**src/inc/rtc_pkg.sv**
```systemverilog
// constants for the regulator three control register group
package rtc_pkg;
  // register addresses on the host serial interface
  localparam logic [7:0] ADDR_OPERATING = 8'h16;
  localparam logic [7:0] ADDR_ALTERNATE = 8'h17;
  localparam logic [7:0] ADDR_CEILING   = 8'h18;

  // field layout
  localparam int CODE_MSB      = 5;
  localparam int SRC_SEL_BIT   = 6;
  localparam int POWER_SAVE_BIT = 6;
  localparam int ENABLE_BIT    = 7;

  localparam logic [5:0] CODE_ALL_ZERO = 6'h00;
  localparam logic [5:0] CODE_ALL_ONE  = 6'h3f;
  localparam logic [7:0] READ_ZERO     = 8'h00;

  typedef logic [5:0] rtc_code_t;

  // reset contents before the one-time-programmable defaults are copied in
  localparam rtc_code_t RST_CODE = 6'h00;
  localparam logic      RST_BIT  = 1'b0;
endpackage

```
**src/rtc_regs.sv**
```systemverilog
// regulator three control registers: operating, alternate and ceiling
// Notes on behaviour
// - Reserved bits of the operating and ceiling registers read as zero and ignore writes.
// - The source-select bit picks the operating code at 0 and the alternate code at 1 for the output.
// - The alternate enable bit turns the regulator off at 0 and on at 1, and sequence-enabled variants set it at power-up.
// - The alternate low-power bit gives normal mode at 0 and power-save mode at 1.
// - Operating and alternate registers hold a six-bit voltage code in their low bits.
// - A write of a voltage code above the ceiling field is ignored.
// - A ceiling field other than all zeros or all ones makes the ceiling register read-only.
// - All three registers return to their defaults on power-on reset.
`timescale 1ns/1ns
module rtc_regs (
  // clock and power-on reset
  input  wire logic                 sys_clk,
  input  wire logic                 rstn,
  // one-time-programmable defaults
  input  wire rtc_pkg::rtc_code_t   otp_operating_code,
  input  wire rtc_pkg::rtc_code_t   otp_alternate_code,
  input  wire rtc_pkg::rtc_code_t   otp_ceiling_code,
  input  wire logic                 otp_enable,
  input  wire logic                 otp_seq_enable,
  // automatic power-up sequencer step for this regulator
  input  wire logic                 seq_start,
  // register access from the host serial interface
  input  wire logic [7:0]           host_addr,
  input  wire logic [7:0]           host_wdata,
  input  wire logic                 host_wr,
  input  wire logic                 host_rd,
  output logic      [7:0]           host_rdata,
  output logic                      host_rvalid,
  // regulator controls
  output rtc_pkg::rtc_code_t        vout_code,
  output logic                      reg_on,
  output logic                      reg_power_save,
  output logic                      defaults_loaded
);

  typedef struct packed {
    logic               loaded;
    logic               voltage_source_select;
    rtc_pkg::rtc_code_t op_code;
    logic               alt_enable;
    logic               power_save_bit;
    rtc_pkg::rtc_code_t alt_code;
    rtc_pkg::rtc_code_t ceil_code;
    logic [7:0]         rdata;
    logic               rvalid;
    rtc_pkg::rtc_code_t vout;
    logic               on;
    logic               psave;
  } rtc_state_s;

  rtc_state_s st;
  rtc_state_s next_st;

  logic               code_ok;
  logic               ceil_locked;
  rtc_pkg::rtc_code_t wr_code;

  ////////////////////////////////////////////////////////////////////////////
  always_comb begin
    next_st     = st;
    wr_code     = host_wdata[rtc_pkg::CODE_MSB:0];
    code_ok     = (wr_code <= st.ceil_code);
    ceil_locked = (st.ceil_code != rtc_pkg::CODE_ALL_ZERO) &&
                  (st.ceil_code != rtc_pkg::CODE_ALL_ONE);
    next_st.rvalid = 1'b0;

    if (!st.loaded) begin
      // defaults copied once after reset release; the async reset first clears these fields to zero
      next_st.loaded     = 1'b1;
      next_st.op_code    = otp_operating_code;
      next_st.alt_code   = otp_alternate_code;
      next_st.ceil_code  = otp_ceiling_code;
      next_st.alt_enable = otp_enable;
    end else begin
      if (seq_start && otp_seq_enable) begin
        next_st.alt_enable = 1'b1;
      end
      if (host_wr) begin
        unique case (host_addr)
          rtc_pkg::ADDR_OPERATING: begin
            // whole write dropped when the code exceeds the ceiling
            if (code_ok) begin
              next_st.voltage_source_select = host_wdata[rtc_pkg::SRC_SEL_BIT];
              next_st.op_code               = wr_code;
            end
          end
          rtc_pkg::ADDR_ALTERNATE: begin
            if (code_ok) begin
              next_st.alt_enable     = host_wdata[rtc_pkg::ENABLE_BIT];
              next_st.power_save_bit = host_wdata[rtc_pkg::POWER_SAVE_BIT];
              next_st.alt_code       = wr_code;
            end
          end
          rtc_pkg::ADDR_CEILING: begin
            if (!ceil_locked) begin
              next_st.ceil_code = wr_code;
            end
          end
          default: begin
          end
        endcase
      end
    end

    if (host_rd) begin
      next_st.rvalid = 1'b1;
      unique case (host_addr)
        rtc_pkg::ADDR_OPERATING: next_st.rdata = {1'b0, st.voltage_source_select, st.op_code};
        rtc_pkg::ADDR_ALTERNATE: next_st.rdata = {st.alt_enable, st.power_save_bit, st.alt_code};
        rtc_pkg::ADDR_CEILING:   next_st.rdata = {2'b00, st.ceil_code};
        default:                 next_st.rdata = rtc_pkg::READ_ZERO;
      endcase
    end

    // outputs follow the stored fields one cycle later
    next_st.vout  = st.voltage_source_select ? st.alt_code : st.op_code;
    next_st.on    = st.alt_enable;
    next_st.psave = st.power_save_bit;
  end

  ////////////////////////////////////////////////////////////////////////////
  always_ff @(posedge sys_clk or negedge rstn) begin
    if (!rstn) begin
      st.loaded                <= 1'b0;
      st.voltage_source_select <= rtc_pkg::RST_BIT;
      st.op_code               <= rtc_pkg::RST_CODE;
      st.alt_enable            <= rtc_pkg::RST_BIT;
      st.power_save_bit        <= rtc_pkg::RST_BIT;
      st.alt_code              <= rtc_pkg::RST_CODE;
      st.ceil_code             <= rtc_pkg::RST_CODE;
      st.rdata                 <= rtc_pkg::READ_ZERO;
      st.rvalid                <= 1'b0;
      st.vout                  <= rtc_pkg::RST_CODE;
      st.on                    <= 1'b0;
      st.psave                 <= 1'b0;
    end else begin
      st <= next_st;
    end
  end

  assign host_rdata      = st.rdata;
  assign host_rvalid     = st.rvalid;
  assign vout_code       = st.vout;
  assign reg_on          = st.on;
  assign reg_power_save  = st.psave;
  assign defaults_loaded = st.loaded;

endmodule

```
**config.mk**
```make
export PLATFORM = sky130hd
export DESIGN_NAME = rtc_regs
export DESIGN_NICKNAME = d
export VERILOG_FILES = /design/src/inc/rtc_pkg.sv /design/src/rtc_regs.sv
export SDC_FILE = /design/constraint.sdc
export NUM_CORES = 1
export LEC_CHECK = 0
export BUFFER_PORTS_ARGS = -buffer_cell sky130_fd_sc_hd__buf_2
export CAP_MARGIN = 20
export CORE_ASPECT_RATIO = 1.2
export CORE_MARGIN = 2
export CORE_UTILIZATION = 45
export DETAILED_ROUTE_END_ITERATION = 8
export PLACE_DENSITY = 0.77
export SETUP_SLACK_MARGIN = 0.05
export SLEW_MARGIN = 20
export SYNTH_ARGS = -nofsm -noshare
export SYNTH_HDL_FRONTEND = slang
export SYNTH_SLANG_ARGS = --single-unit
```
**constraint.sdc**
```tcl
create_clock -name sys_clk -period 2.1 [get_ports sys_clk]
set_input_delay 0.315 -clock sys_clk [delete_from_list [all_inputs] [get_ports sys_clk]]
set_output_delay 0.315 -clock sys_clk [all_outputs]
set_load 0.005 [all_outputs]
```
# --- Word level (Yosys, flattened, before mapping) ---
# Cells that the tools add are included.
totals:
  reg_bits: 39
  latch_bits: 0
  mem_bits_rw: 0
  romBits: 0
  inputBits: 41
  wordCells: 44
  n_memories: 0
op_classes:
  add_sub_neg: 0
  multipliers: 0
  div_mod_pow: 0
  order_cmp: 1
  n_eq_ne: 10
  shift: 0
  mux: 13
  bitwise_logic: 0
  n_reduce_logical: 8
ops:
  columns: ["cell", "n"]
  rows:
  - ["$mux W6", 5]
  - ["$eq A8 B5 Y1 const B", 3]
  - ["$pmux W8 S3", 1]
  - ["$mux W20", 1]
  - ["$mux W8", 2]
  - ["$mux W12", 1]
  - ["$reduce_and A3 Y1", 3]
  - ["$ne A2 B1 Y1 const B", 4]
  - ["$reduce_and A4 Y1", 2]
  - ["$mux W7", 1]
  - ["$le A6 B6 Y1", 1]
  - ["$ne A6 B6 Y1 const B", 1]
  - ["$reduce_bool A6 Y1", 1]
  - ["$ne A2 B2 Y1 const B", 2]
  - ["$logic_and A1 B1 Y1", 2]
  - ["$mux W1", 2]

# --- Longest topological paths before layout ---
logic_depth:
  word_depth: 6
  mapped_depth: 8
  mapped_depth_nobuf: 7

# --- Least setup slack after synthesis ---
# OpenSTA, ideal clock, no wires.
synth_timing:
  kind: "register to register"
  start: "register st[22] (netlist bit)"
  end: "register st, in the netlist next_st[0]"
  setup_time_ns: 0.125
  t_arrival_ns: 1.929
  required_time_ns: 1.975
  slack_ns: 0.046
  stages_incl_launch_ff: 9
  n_path_buf: 1
  synth_period_minus_slack_ns: 2.054
  path_cell_list: "dfrtp_1 > inv_1 > ha_1 > nand4_1 > o21bai_1 > and4_1 > buf_2 > o21ai_0 > mux2_2"
synth_between:
  elab_chain_len: 2
synth_rtl:
  columns: ["element", "line", "rtl"]
  rows:
  - ["from (decl)", "rtc_regs.sv:53", "rtc_state_s st;"]
  - ["from (signal assigned)", "rtc_regs.sv:139", "st <= next_st;"]
  - ["$le A6 B6 Y1", "rtc_regs.sv:64", "code_ok = (wr_code <= st.ceil_code);"]
  - ["$reduce_and A4 Y1 (no line)", null, null]
# No other way between the ends.
# A chain may end at the register's enable or synchronous reset.

# --- Worst setup path after layout ---
layout_timing:
  start: "register st[20] (netlist bit)"
  end: "register st[25] (netlist bit)"
layout_between:
  elab_chain_len: 3
layout_rtl:
  columns: ["element", "line"]
  rows:
  - ["$le A6 B6 Y1", "rtc_regs.sv:64"]
  - ["$ne A2 B1 Y1 (no line)", null]
  - ["$reduce_and A3 Y1 (no line)", null]
# No other way between the ends.

==> flow_summary.json <==
{
  "criticalPathCategory": "register to register",
  "clock_power_share_pct": 31.8,
  "io_buffers": 58,
  "clock-sinks": 39,
  "ctsRootBufferMaster": "clkbuf_8",
  "fin_cells": 354,
  "ctsLongestPathBuffers": 2,
  "layout_commonest_cell": "buf_2",
  "antenna_left": 0,
  "critPathSlowestCell": "or4_1",
  "synthArstFlopShare_pct": 100.0,
  "htree_levels": 2,
  "skew_ps": 8.717,
  "status": "completed",
  "rsz0062_at_grt": "no",
  "hp-class": "input port to asynchronous set/reset pin",
  "worst_pin_slew_ps": 860.6,
  "ctsHoldBuffers": 0,
  "max-slew-margin-rel_pct": 42.63,
  "first_pass_iters": 4,
  "p_int_mw": 1.147,
  "hold_violations": 0,
  "fin_nets": 342,
  "diodes": 0,
  "fin_tns_setup_ps": 0,
  "vias": 1914,
  "ioPinCount": 59,
  "wirelength_um": 5157,
  "globalplace.congestion": 0.8940,
  "drc": 0,
  "fin_crit_ps": 1921,
  "synth_warnings": 0,
  "routed_via_density": 5.407,
  "path_max_fanout": 7,
  "fin_crit_sh_pct": 91.46,
  "end_kind": "register",
  "power.switching_uw": 450.6,
  "yosysTopAreaCell": "dfrtp_1",
  "r2r_slack_ps": 180,
  "clock.fmax_ghz": 0.5207,
  "hpwl_um": 3960,
  "r2r-end": "st[25]$_DFFE_PN0P_",
  "area_delta_synth_final_pct": 22.61,
  "clock_latency_ps": 300,
  "drt-initial-drc-count": 78,
  "antenna_found_initial": 0,
  "die_h_um": 80.15,
  "reg2reg_depth": 7,
  "setup_viol": 0,
  "grt_pass1_vias": 1875,
  "die-area_um2": 5407,
  "core_area_um2": 4628,
  "setup_slack_ps": 179.4,
  "path_clk_slew_ps": 80,
  "grt_max_degree": 40,
  "yosys.area.top_type_share_pct": 44.88,
  "synthFlopType": "dfrtp_1",
  "layout_common_cells": "58 x buf_2, 39 x dfrtp_1, 26 x o21ai_0",
  "drive_gt1_share_pct": 33.78,
  "grt_pass1_wl_um": 8562,
  "avgSynthCellArea_um2": 9.414,
  "cts_buffers": 5,
  "regToRegStartpoint": "st[20]$_DFFE_PN0P_",
  "synth_seq_cells": 39,
  "worstPathCellList": "inv_1 -> ha_1 -> nand4_1 -> or4_1 -> buf_4 -> nand3_1 -> a31oi_1",
  "synth-seq-area-share_pct": 44.88,
  "p_comb_share_pct": 16.0,
  "synth_area_um2": 2175,
  "start_kind": "register",
  "ys_types": 38,
  "swShare_pct": 28.20,
  "rows": 27,
  "cts_tree": "built",
  "wire_per_inst_um": 14.57,
  "vdd_drop_max_uv": 289.3,
  "seqPwrFrac_pct": 52.1,
  "die_x_um": 67.46,
  "critPathRequiredTime_ps": 2280,
  "leakage_nw": 1.284,
  "grt-ovfl-total": 0,
  "cp.arrival_ps": 2100,
  "start_util_pct": 46.99,
  "placed_cells": 346,
  "synth_cells": 231,
  "finalMaxSlewViolations": 0,
  "fill_cells": 408,
  "timing.critical_path.buf_inv": 2,
  "synthTopCellsByArea": "dfrtp_1 45%, o21ai_0 6.2%, buf_4 4.8%",
  "track_usage_pct": 20.96,
  "maxCapViolations": 0,
  "synth_edf_count": 0,
  "critical-path-max-stage-delay_ps": 570,
  "critical_path.top_delay_family": "simple AND/OR/NAND/NOR gates",
  "synth_nets": 278,
  "pre_cts_ws_ps": 32.54,
  "cts_setup_buffers": 0,
  "pwr_density_cell_nw_per_um2": 599.3
}
-- metal layers --
layer  GRT usage (%)  vias to the layer above  routed length (um)
met4           9.388                        0                 102
met1           24.26                      908                1994
met3           3.501                        9                 254
met5               0                        -                   0
li1                -                      938                   -
met2           36.96                       59                2805
-- stage by stage --
stage / area (um2) / power, mW / hold slack, ps / utilization (%)
after floorplan: 2175 / 0.9716 / 19.41 / -
after global placement: 2556 / 1.084 / 392.1 / 55.23
after detailed placement: 2556 / 1.094 / 391.0 / 55.23
after CTS: 2640 / 1.589 / 150.7 / 57.04
after global routing: 2666 / 1.672 / 178.8 / 57.61
final: 2666 / 1.598 / 113.3 / 57.61
-- Yosys cell counts (2+ instances only) --
cell,number
nor4_4,2
o31a_1,6
a21oi_1,14
mux2i_1,7
nor4_1,2
mux2_2,2
buf_4,14
dfrtp_1,39
ha_1,6
a22o_1,6
nand2_1,14
nor2_1,21
o21ai_0,27
nand3_1,9
a21o_1,2
nand4_1,3
buf_2,3
and4_1,2
inv_1,17
clkbuf_1,6
a211oi_1,2
a31oi_1,6
a22oi_1,6
-- what timing repair did --
item,in CTS,in global routing
setup endpoints to repair,0,3
hold endpoints to repair,0,0
resized for setup,0,5
-- state kept, by name, indices dropped and copies added, names as in the netlist --
signal           cells
host_rvalid          1
defaults_loaded      1
next_st              2
reg_on               1
vout_code            6
reg_power_save       1
host_rdata           8
st                  19
-- worst max path at each step --
stage	from	cells past startpoint	slack, ps	end
after CTS	st[20]$_DFFE_PN0P_	7	140	next_st[0]$_DFFE_PN0P_
after global placement	host_addr[5]	7	90	st[22]$_DFFE_PN0P_
after detailed placement	host_addr[5]	7	30	st[20]$_DFFE_PN0P_
after floorplan	st[21]$_DFFE_PN0P_	8	60	next_st[0]$_DFFE_PN0P_
final	st[20]$_DFFE_PN0P_	7	180	st[25]$_DFFE_PN0P_
after global routing	st[20]$_DFFE_PN0P_	8	50	st[36]$_DFFE_PN0P_
-- power groups by stage --
stage | clock network [mW] | logic, mW | registers [mW]
final | 0.509 | 0.256 | 0.833
after CTS | 0.509 | 0.247 | 0.832
after floorplan | 0 | 0.132 | 0.840
after global placement | 0 | 0.240 | 0.845
after detailed placement | 0 | 0.246 | 0.847
after global routing | 0.544 | 0.291 | 0.838
-- final cells by class --
class	count	area [um2]	share of cell area (%)
Multi-Input combinational cell	150	1003	37.63
Clock inverter	3	15.01	0.5631
Clock buffer	5	68.82	2.581
Inverter	18	67.56	2.534
Tap cell	58	72.57	2.722
Sequential cell	39	975.9	36.60
Timing Repair Buffer	81	462.9	17.36
-- cell families after synthesis --
| family | after synthesis | synth area share (%) |
|---|---|---|
| compound gates | 73 | 20.71 |
| fa+ha+maj | 6 | 3.452 |
| buf+inv | 42 | 10.18 |
| flops | 39 | 44.88 |
| mux | 9 | 4.258 |
| other cells | 1 | 0.1724 |
| simple gates | 61 | 16.34 |
Power figures use the tool's default switching activity.
